**src/halt_power_map.vh**
```
// constants for the halt mode power controller
`ifndef HALT_POWER_MAP_VH
`define HALT_POWER_MAP_VH
`define CYC_DIV          4'h9
`define CYC_DIV_LAST     4'h8
`define START_DELAY      9'h100
`define HALT_DISABLE_BIT 0
`define OSC_RC           2'h0
`define OSC_XTAL         2'h1
`define OSC_EXT          2'h2
`define OSC_XTAL_BIAS    2'h3
`endif

```
**src/halt_mode_power_control.v**
```verilog
// halt mode power control: entry, wake sources, start-up delay, clock gating
`timescale 1ns/100ps
`include "halt_power_map.vh"

module halt_mode_power_control (
	input  wire       mclk,
	input  wire       rst_n,
	input  wire       halt_flag_write,
	input  wire       halt_flag_value,
	input  wire       idle_flag_write,
	input  wire       idle_flag_value,
	input  wire [7:0] option_config_register,
	input  wire       rc_wake_delay_write,
	input  wire       rc_wake_delay_value,
	input  wire [1:0] osc_select,
	input  wire [7:0] wake_enable,
	input  wire [7:0] wake_pending,
	input  wire       clock_output_pin,
	input  wire       osc_schmitt,
	input  wire       clock_monitor_enable,
	input  wire       clock_monitor_error,
	input  wire       idle_wake,
	output reg        upper_port_bit_seven,
	output reg        upper_port_bit_six,
	output reg        rc_wake_delay_select,
	output reg        halted,
	output reg        osc_enable,
	output reg        chip_clock_enable,
	output reg        timers_enable,
	output reg        fault_timer_enable,
	output reg        fault_output_pin,
	output reg        resume_at_halt_point,
	output reg        clock_input_force_high,
	output reg        clock_input_oe,
	output reg        cycle_tick,
	output reg  [8:0] idle_timer
);

	localparam [3:0] S_RUN   = 4'h1;
	localparam [3:0] S_HALT  = 4'h2;
	localparam [3:0] S_START = 4'h4;
	localparam [3:0] S_IDLE  = 4'h8;

	// every pin-side input passes two flops before logic reads it
	reg [7:0] wen_s0_q, wen_s1_q, wpn_s0_q, wpn_s1_q;
	reg       cko_s0_q, cko_s1_q, cko_prev_q;
	reg       sch_s0_q, sch_s1_q, sch_prev_q;
	reg       cme_s0_q, cme_s1_q, cmr_s0_q, cmr_s1_q;
	reg       iw_s0_q, iw_s1_q;
	reg [3:0] state_q, state_d;
	reg [3:0] div_q;

	genvar gi;
	generate
		for (gi = 0; gi < 8; gi = gi + 1) begin : g_wake_sync
			always @(posedge mclk or negedge rst_n) begin
				if (!rst_n) begin
					wen_s0_q[gi] <= 1'b0;
					wen_s1_q[gi] <= 1'b0;
					wpn_s0_q[gi] <= 1'b0;
					wpn_s1_q[gi] <= 1'b0;
				end else begin
					wen_s0_q[gi] <= wake_enable[gi];
					wen_s1_q[gi] <= wen_s0_q[gi];
					wpn_s0_q[gi] <= wake_pending[gi];
					wpn_s1_q[gi] <= wpn_s0_q[gi];
				end
			end
		end
	endgenerate

	always @(posedge mclk or negedge rst_n) begin
		if (!rst_n) begin
			cko_s0_q   <= 1'b0;
			cko_s1_q   <= 1'b0;
			cko_prev_q <= 1'b0;
		end else begin
			cko_s0_q   <= clock_output_pin;
			cko_s1_q   <= cko_s0_q;
			cko_prev_q <= cko_s1_q;
		end
	end

	always @(posedge mclk or negedge rst_n) begin
		if (!rst_n) begin
			sch_s0_q   <= 1'b0;
			sch_s1_q   <= 1'b0;
			sch_prev_q <= 1'b0;
		end else begin
			sch_s0_q   <= osc_schmitt;
			sch_s1_q   <= sch_s0_q;
			sch_prev_q <= sch_s1_q;
		end
	end

	always @(posedge mclk or negedge rst_n) begin
		if (!rst_n) begin
			cme_s0_q <= 1'b0;
			cme_s1_q <= 1'b0;
		end else begin
			cme_s0_q <= clock_monitor_enable;
			cme_s1_q <= cme_s0_q;
		end
	end

	always @(posedge mclk or negedge rst_n) begin
		if (!rst_n) begin
			cmr_s0_q <= 1'b0;
			cmr_s1_q <= 1'b0;
		end else begin
			cmr_s0_q <= clock_monitor_error;
			cmr_s1_q <= cmr_s0_q;
		end
	end

	always @(posedge mclk or negedge rst_n) begin
		if (!rst_n) begin
			iw_s0_q <= 1'b0;
			iw_s1_q <= 1'b0;
		end else begin
			iw_s0_q <= idle_wake;
			iw_s1_q <= iw_s0_q;
		end
	end

	wire is_rc     = (osc_select == `OSC_RC);
	wire wake_port = |(wen_s1_q & wpn_s1_q);
	// a crystal drives the clock output pin, so its edges are not a wake source
	wire wake_cko  = is_rc & cko_s1_q & ~cko_prev_q;
	wire wake_any  = wake_port | wake_cko;
	wire halt_off  = option_config_register[`HALT_DISABLE_BIT];
	wire halt_req  = halt_flag_write & halt_flag_value & ~halt_off & ~wake_port;
	wire idle_req  = idle_flag_write & idle_flag_value;
	wire need_dly  = ~is_rc | rc_wake_delay_select;
	// one count per rising oscillator edge that cleared the schmitt trigger
	wire osc_edge  = sch_s1_q & ~sch_prev_q;
	wire tick_d    = osc_edge & (div_q == `CYC_DIV_LAST);

	always @* begin
		state_d = state_q;
		case (state_q)
			S_RUN: begin
				if (halt_req)
					state_d = S_HALT;
				else if (idle_req)
					state_d = S_IDLE;
			end
			S_HALT: begin
				if (wake_any)
					state_d = need_dly ? S_START : S_RUN;
			end
			S_START: begin
				if (cycle_tick && idle_timer == 9'h001)
					state_d = S_RUN;
			end
			S_IDLE: begin
				if (wake_port || iw_s1_q)
					state_d = S_RUN;
			end
			default: state_d = S_RUN;
		endcase
	end

	// divide-by-nine prescaler on qualified oscillator edges
	always @(posedge mclk or negedge rst_n) begin
		if (!rst_n) begin
			div_q <= 4'h0;
		end else begin
			if (osc_edge)
				div_q <= (div_q == `CYC_DIV_LAST) ? 4'h0 : div_q + 4'h1;
		end
	end

	always @(posedge mclk or negedge rst_n) begin
		if (!rst_n) begin
			cycle_tick <= 1'b0;
		end else begin
			cycle_tick <= tick_d;
		end
	end

	// reset itself is the third wake path: asynchronous, back to run
	always @(posedge mclk or negedge rst_n) begin
		if (!rst_n) begin
			state_q <= S_RUN;
		end else begin
			state_q <= state_d;
		end
	end

	// flag reads zero after any wake; disable option pins it at zero
	always @(posedge mclk or negedge rst_n) begin
		if (!rst_n) begin
			upper_port_bit_seven <= 1'b0;
			upper_port_bit_six   <= 1'b0;
		end else begin
			upper_port_bit_seven <= (state_d == S_HALT);
			upper_port_bit_six   <= (state_d == S_IDLE);
		end
	end

	always @(posedge mclk or negedge rst_n) begin
		if (!rst_n) begin
			rc_wake_delay_select <= 1'b0;
		end else begin
			if (rc_wake_delay_write)
				rc_wake_delay_select <= rc_wake_delay_value;
		end
	end

	// the idle timer counts down in start-up and up in idle; it holds in halt
	always @(posedge mclk or negedge rst_n) begin
		if (!rst_n) begin
			idle_timer <= 9'h000;
		end else begin
			if (state_q == S_HALT && state_d == S_START)
				idle_timer <= `START_DELAY;
			else if (state_q == S_START && cycle_tick)
				idle_timer <= idle_timer - 9'h001;
			else if (state_q == S_IDLE && cycle_tick)
				idle_timer <= idle_timer + 9'h001;
		end
	end

	always @(posedge mclk or negedge rst_n) begin
		if (!rst_n) begin
			halted <= 1'b0;
		end else begin
			halted <= (state_d == S_HALT);
		end
	end

	always @(posedge mclk or negedge rst_n) begin
		if (!rst_n) begin
			osc_enable <= 1'b1;
		end else begin
			osc_enable <= (state_d != S_HALT);
		end
	end

	always @(posedge mclk or negedge rst_n) begin
		if (!rst_n) begin
			chip_clock_enable <= 1'b1;
		end else begin
			chip_clock_enable <= (state_d == S_RUN);
		end
	end

	always @(posedge mclk or negedge rst_n) begin
		if (!rst_n) begin
			timers_enable <= 1'b1;
		end else begin
			timers_enable <= (state_d == S_RUN);
		end
	end

	always @(posedge mclk or negedge rst_n) begin
		if (!rst_n) begin
			fault_timer_enable <= 1'b1;
		end else begin
			fault_timer_enable <= (state_d == S_RUN) || (state_d == S_IDLE);
		end
	end

	// monitor stays live in halt so a runaway halt is caught
	always @(posedge mclk or negedge rst_n) begin
		if (!rst_n) begin
			fault_output_pin <= 1'b1;
		end else begin
			fault_output_pin <= ~(cme_s1_q & cmr_s1_q);
		end
	end

	always @(posedge mclk or negedge rst_n) begin
		if (!rst_n) begin
			resume_at_halt_point <= 1'b0;
		end else begin
			if (state_q == S_HALT && state_d != S_HALT)
				resume_at_halt_point <= 1'b1;
			else if (state_d == S_RUN)
				resume_at_halt_point <= 1'b0;
		end
	end

	// pad is never driven; in halt, rc forces the internal node high
	always @(posedge mclk or negedge rst_n) begin
		if (!rst_n) begin
			clock_input_force_high <= 1'b0;
		end else begin
			clock_input_force_high <= is_rc && (state_d == S_HALT);
		end
	end

	always @(posedge mclk or negedge rst_n) begin
		if (!rst_n) begin
			clock_input_oe <= 1'b0;
		end else begin
			clock_input_oe <= 1'b0;
		end
	end

endmodule

```
**config.mk**
```make
export PLATFORM = sky130hd
export DESIGN_NAME = halt_mode_power_control
export DESIGN_NICKNAME = d
export VERILOG_FILES = /design/src/halt_mode_power_control.v
export VERILOG_INCLUDE_DIRS = /design/src
export SDC_FILE = /design/constraint.sdc
export NUM_CORES = 1
export LEC_CHECK = 0
export BUFFER_PORTS_ARGS = -buffer_cell sky130_fd_sc_hd__buf_2
export CAP_MARGIN = 20
export CORE_ASPECT_RATIO = 1.2
export CORE_MARGIN = 5
export CORE_UTILIZATION = 47
export DETAILED_ROUTE_END_ITERATION = 10
export HOLD_SLACK_MARGIN = 0.08
export PLACE_DENSITY = 0.74
export SETUP_SLACK_MARGIN = 0.4
export SYNTH_ARGS = -nofsm -noshare
export SYNTH_HDL_FRONTEND = slang
export SYNTH_SLANG_ARGS = --single-unit
```
**constraint.sdc**
```tcl
create_clock -name mclk -period 1.9 [get_ports mclk]
set_input_delay 0 -clock mclk [delete_from_list [all_inputs] [get_ports mclk]]
set_output_delay 0 -clock mclk [all_outputs]
set_load 0.02 [all_outputs]
```
==> flow_metrics.py <==
metrics = {
    "layout": {
        "drive_gt1_share_pct": 52.3,
        "multi_input_area_um2": 1100,
        "nFillCells": 327,
        "final_common_cell": "dfrtp_1",
        "seqCellArea_um2": 1800,
        "mostFrequentLayoutCells": "dfrtp_1, buf_2, buf_4",
        "antenna_cells": 0,
        "area_growth_pct": 52.9,
        "final_nets": 368,
    },
    "worst_setup_path": {
        "crit_arrival_ps": 2130,
        "worstSetupPathType": "reg -> reg",
        "cp-startpoint": "idle_timer[0]",
        "cp-end-kind": "register",
        "worstPathRequired_ps": 2160,
        "start_kind": "register",
        "worstPathMaxFanout": 5,
        "r2r-start": "idle_timer[0]",
    },
    "cts": {
        "cts_inserted_buffers": 9,
        "tritoncts": "done",
        "cts_buffer_depth": 2,
        "clock-root-buffer": "clkbuf_8",
        "numClockSinks": 71,
        "worstSkewPairLatency_ps": 330,
        "path_clk_slew_ps": 70,
        "cts-htree-levels": 3,
    },
    "power": {
        "powerDensity_nw_per_um2": 1170,
        "ir_worst_vdd_uv": 767,
        "power_w": 0.00474,
        "leakagePower_nw": 1.79,
    },
    "logic_synthesis": {
        "synth_cell_types": 50,
        "ys_warn_count": 0,
        "netlist_instances": 201,
        "ys_seq_elements": 71,
        "ys.flop_type": "dfrtp_1",
        "synth_area_um2": 2650,
        "seq_area_frac_synth_pct": 67.2,
        "synth-async-reset-ratio_pct": 100,
        "synth.net_count": 245,
        "synth-edff-count": 0,
        "synth.avg_cell_area_um2": 13.2,
    },
    "worst_hold_path": {
        "hp-class": "in -> async",
    },
    "global_routing": {
        "gr-total-overflow": 0,
        "globalRouteTotalUtil_pct": 17.8,
        "grt_pass1_vias": 2085,
        "grt_pass1_wl_um": 9780,
        "grt_antenna_before_repair": 0,
        "grt_max_degree": 72,
    },
    "routing": {
        "wire_per_inst_um": 16.6,
        "drt_iter0_markers": 128,
        "wl_um": 6540,
        "firstDrtPassIters": 4,
        "ant_nets": 0,
        "num_vias": 2110,
        "drc": 0,
        "routed_via_density": 5.37,
    },
    "placed_design": {
        "gp_congestion": 0.825,
        "numPortBuffers": 52,
        "dp_hpwl_um": 3360,
    },
    "sta": {
        "worst_pin_slew_ps": 599,
        "period_share_pct": 98.6,
        "clock_skew_ps": 7.39,
        "period_minus_slack_ps": 1870,
        "hold-worst-slack_ps": 203,
        "slew_headroom_pct": 59.8,
        "finalHoldViolCount": 0,
        "setup_viol": 0,
        "drv_slew": 0,
        "rsz0062_at_grt": "yes",
        "fmax_mhz": 534,
    },
    "floorplan": {
        "die-height_um": 92.3,
        "num_rows": 30,
        "design.core.area_um2": 5560,
        "io_pins": 61,
        "start_util_pct": 47.7,
        "die_area_um2": 7250,
        "dieWidth_um": 78.6,
    },
    "outcome": {
        "outcome": "complete, no violations",
    },
    "run": {
        "maxCapViolCount": 0,
    },
}
-- final cells by class --
cell class                 count  area share [%]
clock buffer                  11            3.49
clock inverter                 5           0.864
inverter                       8           0.802
tap                           64            1.97
timing repair buffer         119            21.6
multi-input combinational    115            27.0
sequential                    71            44.3
-- per-stage QoR --
stage               worst slack [ps]  util (%)  setup TNS (ps)  cells  instance area (µm²)
finish                          26.2      73.0               0    393                 4060
global route                   -54.9      73.0            -106    393                 4060
CTS                             63.4      68.4               0    380                 3800
detailed placement              21.3      55.3               0    321                 3070
global placement                86.8      55.3               0    321                 3070
floorplan                       45.4         -               0    201                 2690
-- critical path, cell delays in order (launching register included) --
cell and delay, ps:
dfrtp_2 470, buf_6 150, or4_4 450, nor4_4 150, a31oi_1 120, or3_1 320
a21oi_1 140
-- logic make-up after synthesis --
| family | count (synthesis) | synth area share, % |
|---|---|---|
| AO/OA/AOI/OAI | 37 | 9.39 |
| XOR/XNOR | 9 | 2.97 |
| adder cells (fa/ha/maj) | 5 | 2.36 |
| buffers and inverters | 16 | 3.58 |
| flip-flops | 71 | 67.2 |
| multiplexers | 2 | 0.802 |
| other | 1 | 0.141 |
| AND/OR/NAND/NOR | 60 | 13.5 |
-- where the power goes --
group          leakage, nW  switching (W)  total [W]  internal, W
Combinational        0.887       0.000865    0.00173     0.000866
Clock               0.0893       0.000538    0.00105     0.000509
Sequential           0.814       0.000218    0.00196      0.00174
-- cells in the mapped netlist, types with 5 or more instances --
cell,n,area share (%)
xnor2_1,7,2.3
dfstp_2,5,5.0
nor3_1,6,1.1
dfrtp_1,66,62
ha_1,5,2.4
a21oi_1,7,1.3
nor2_1,11,1.6
inv_1,6,0.85
nand2_1,9,1.3
nand3_1,7,1.3
o21ai_0,7,1.3
-- sequential cells by signal, indices dropped and copies added (netlist names), 4 cells and up --
name	flops
idle_timer	9
wen_s0_q	8
wen_s1_q	8
wpn_s0_q	8
wpn_s1_q	8
div_q	4
state_q	4
-- path summary, 6_finish.rpt --
path                                 endpoint  slack [ps]  cells past startpoint
setup / recovery                idle_timer[7]          30                      6
max in group asynchronous    fault_output_pin        1350                      3
hold reg to reg                   wpn_s1_q[2]         350                      0
setup reg to reg                idle_timer[7]          30                      6
min in group mclk          upper_port_bit_six         210                      4
hold / removal                  idle_timer[4]         200                      3
-- timing repair --
item,CTS,global route
gates resized for setup,32,32
setup buffers,14,12
endpoints found under the setup margin,20,19
cloned,0,1
hold buffers,29,0
endpoints found under the hold margin,97,0
pin swaps,10,13
-- routing by layer --
metal	global-route usage, %	routed length (µm)	up-vias
met5	0	0	-
met4	11.1	176	0
met3	4.18	433	15
met2	31.2	3620	85
met1	19.1	2310	1055
li1	-	-	955
Note: power is estimated with default switching activity, not from simulation.
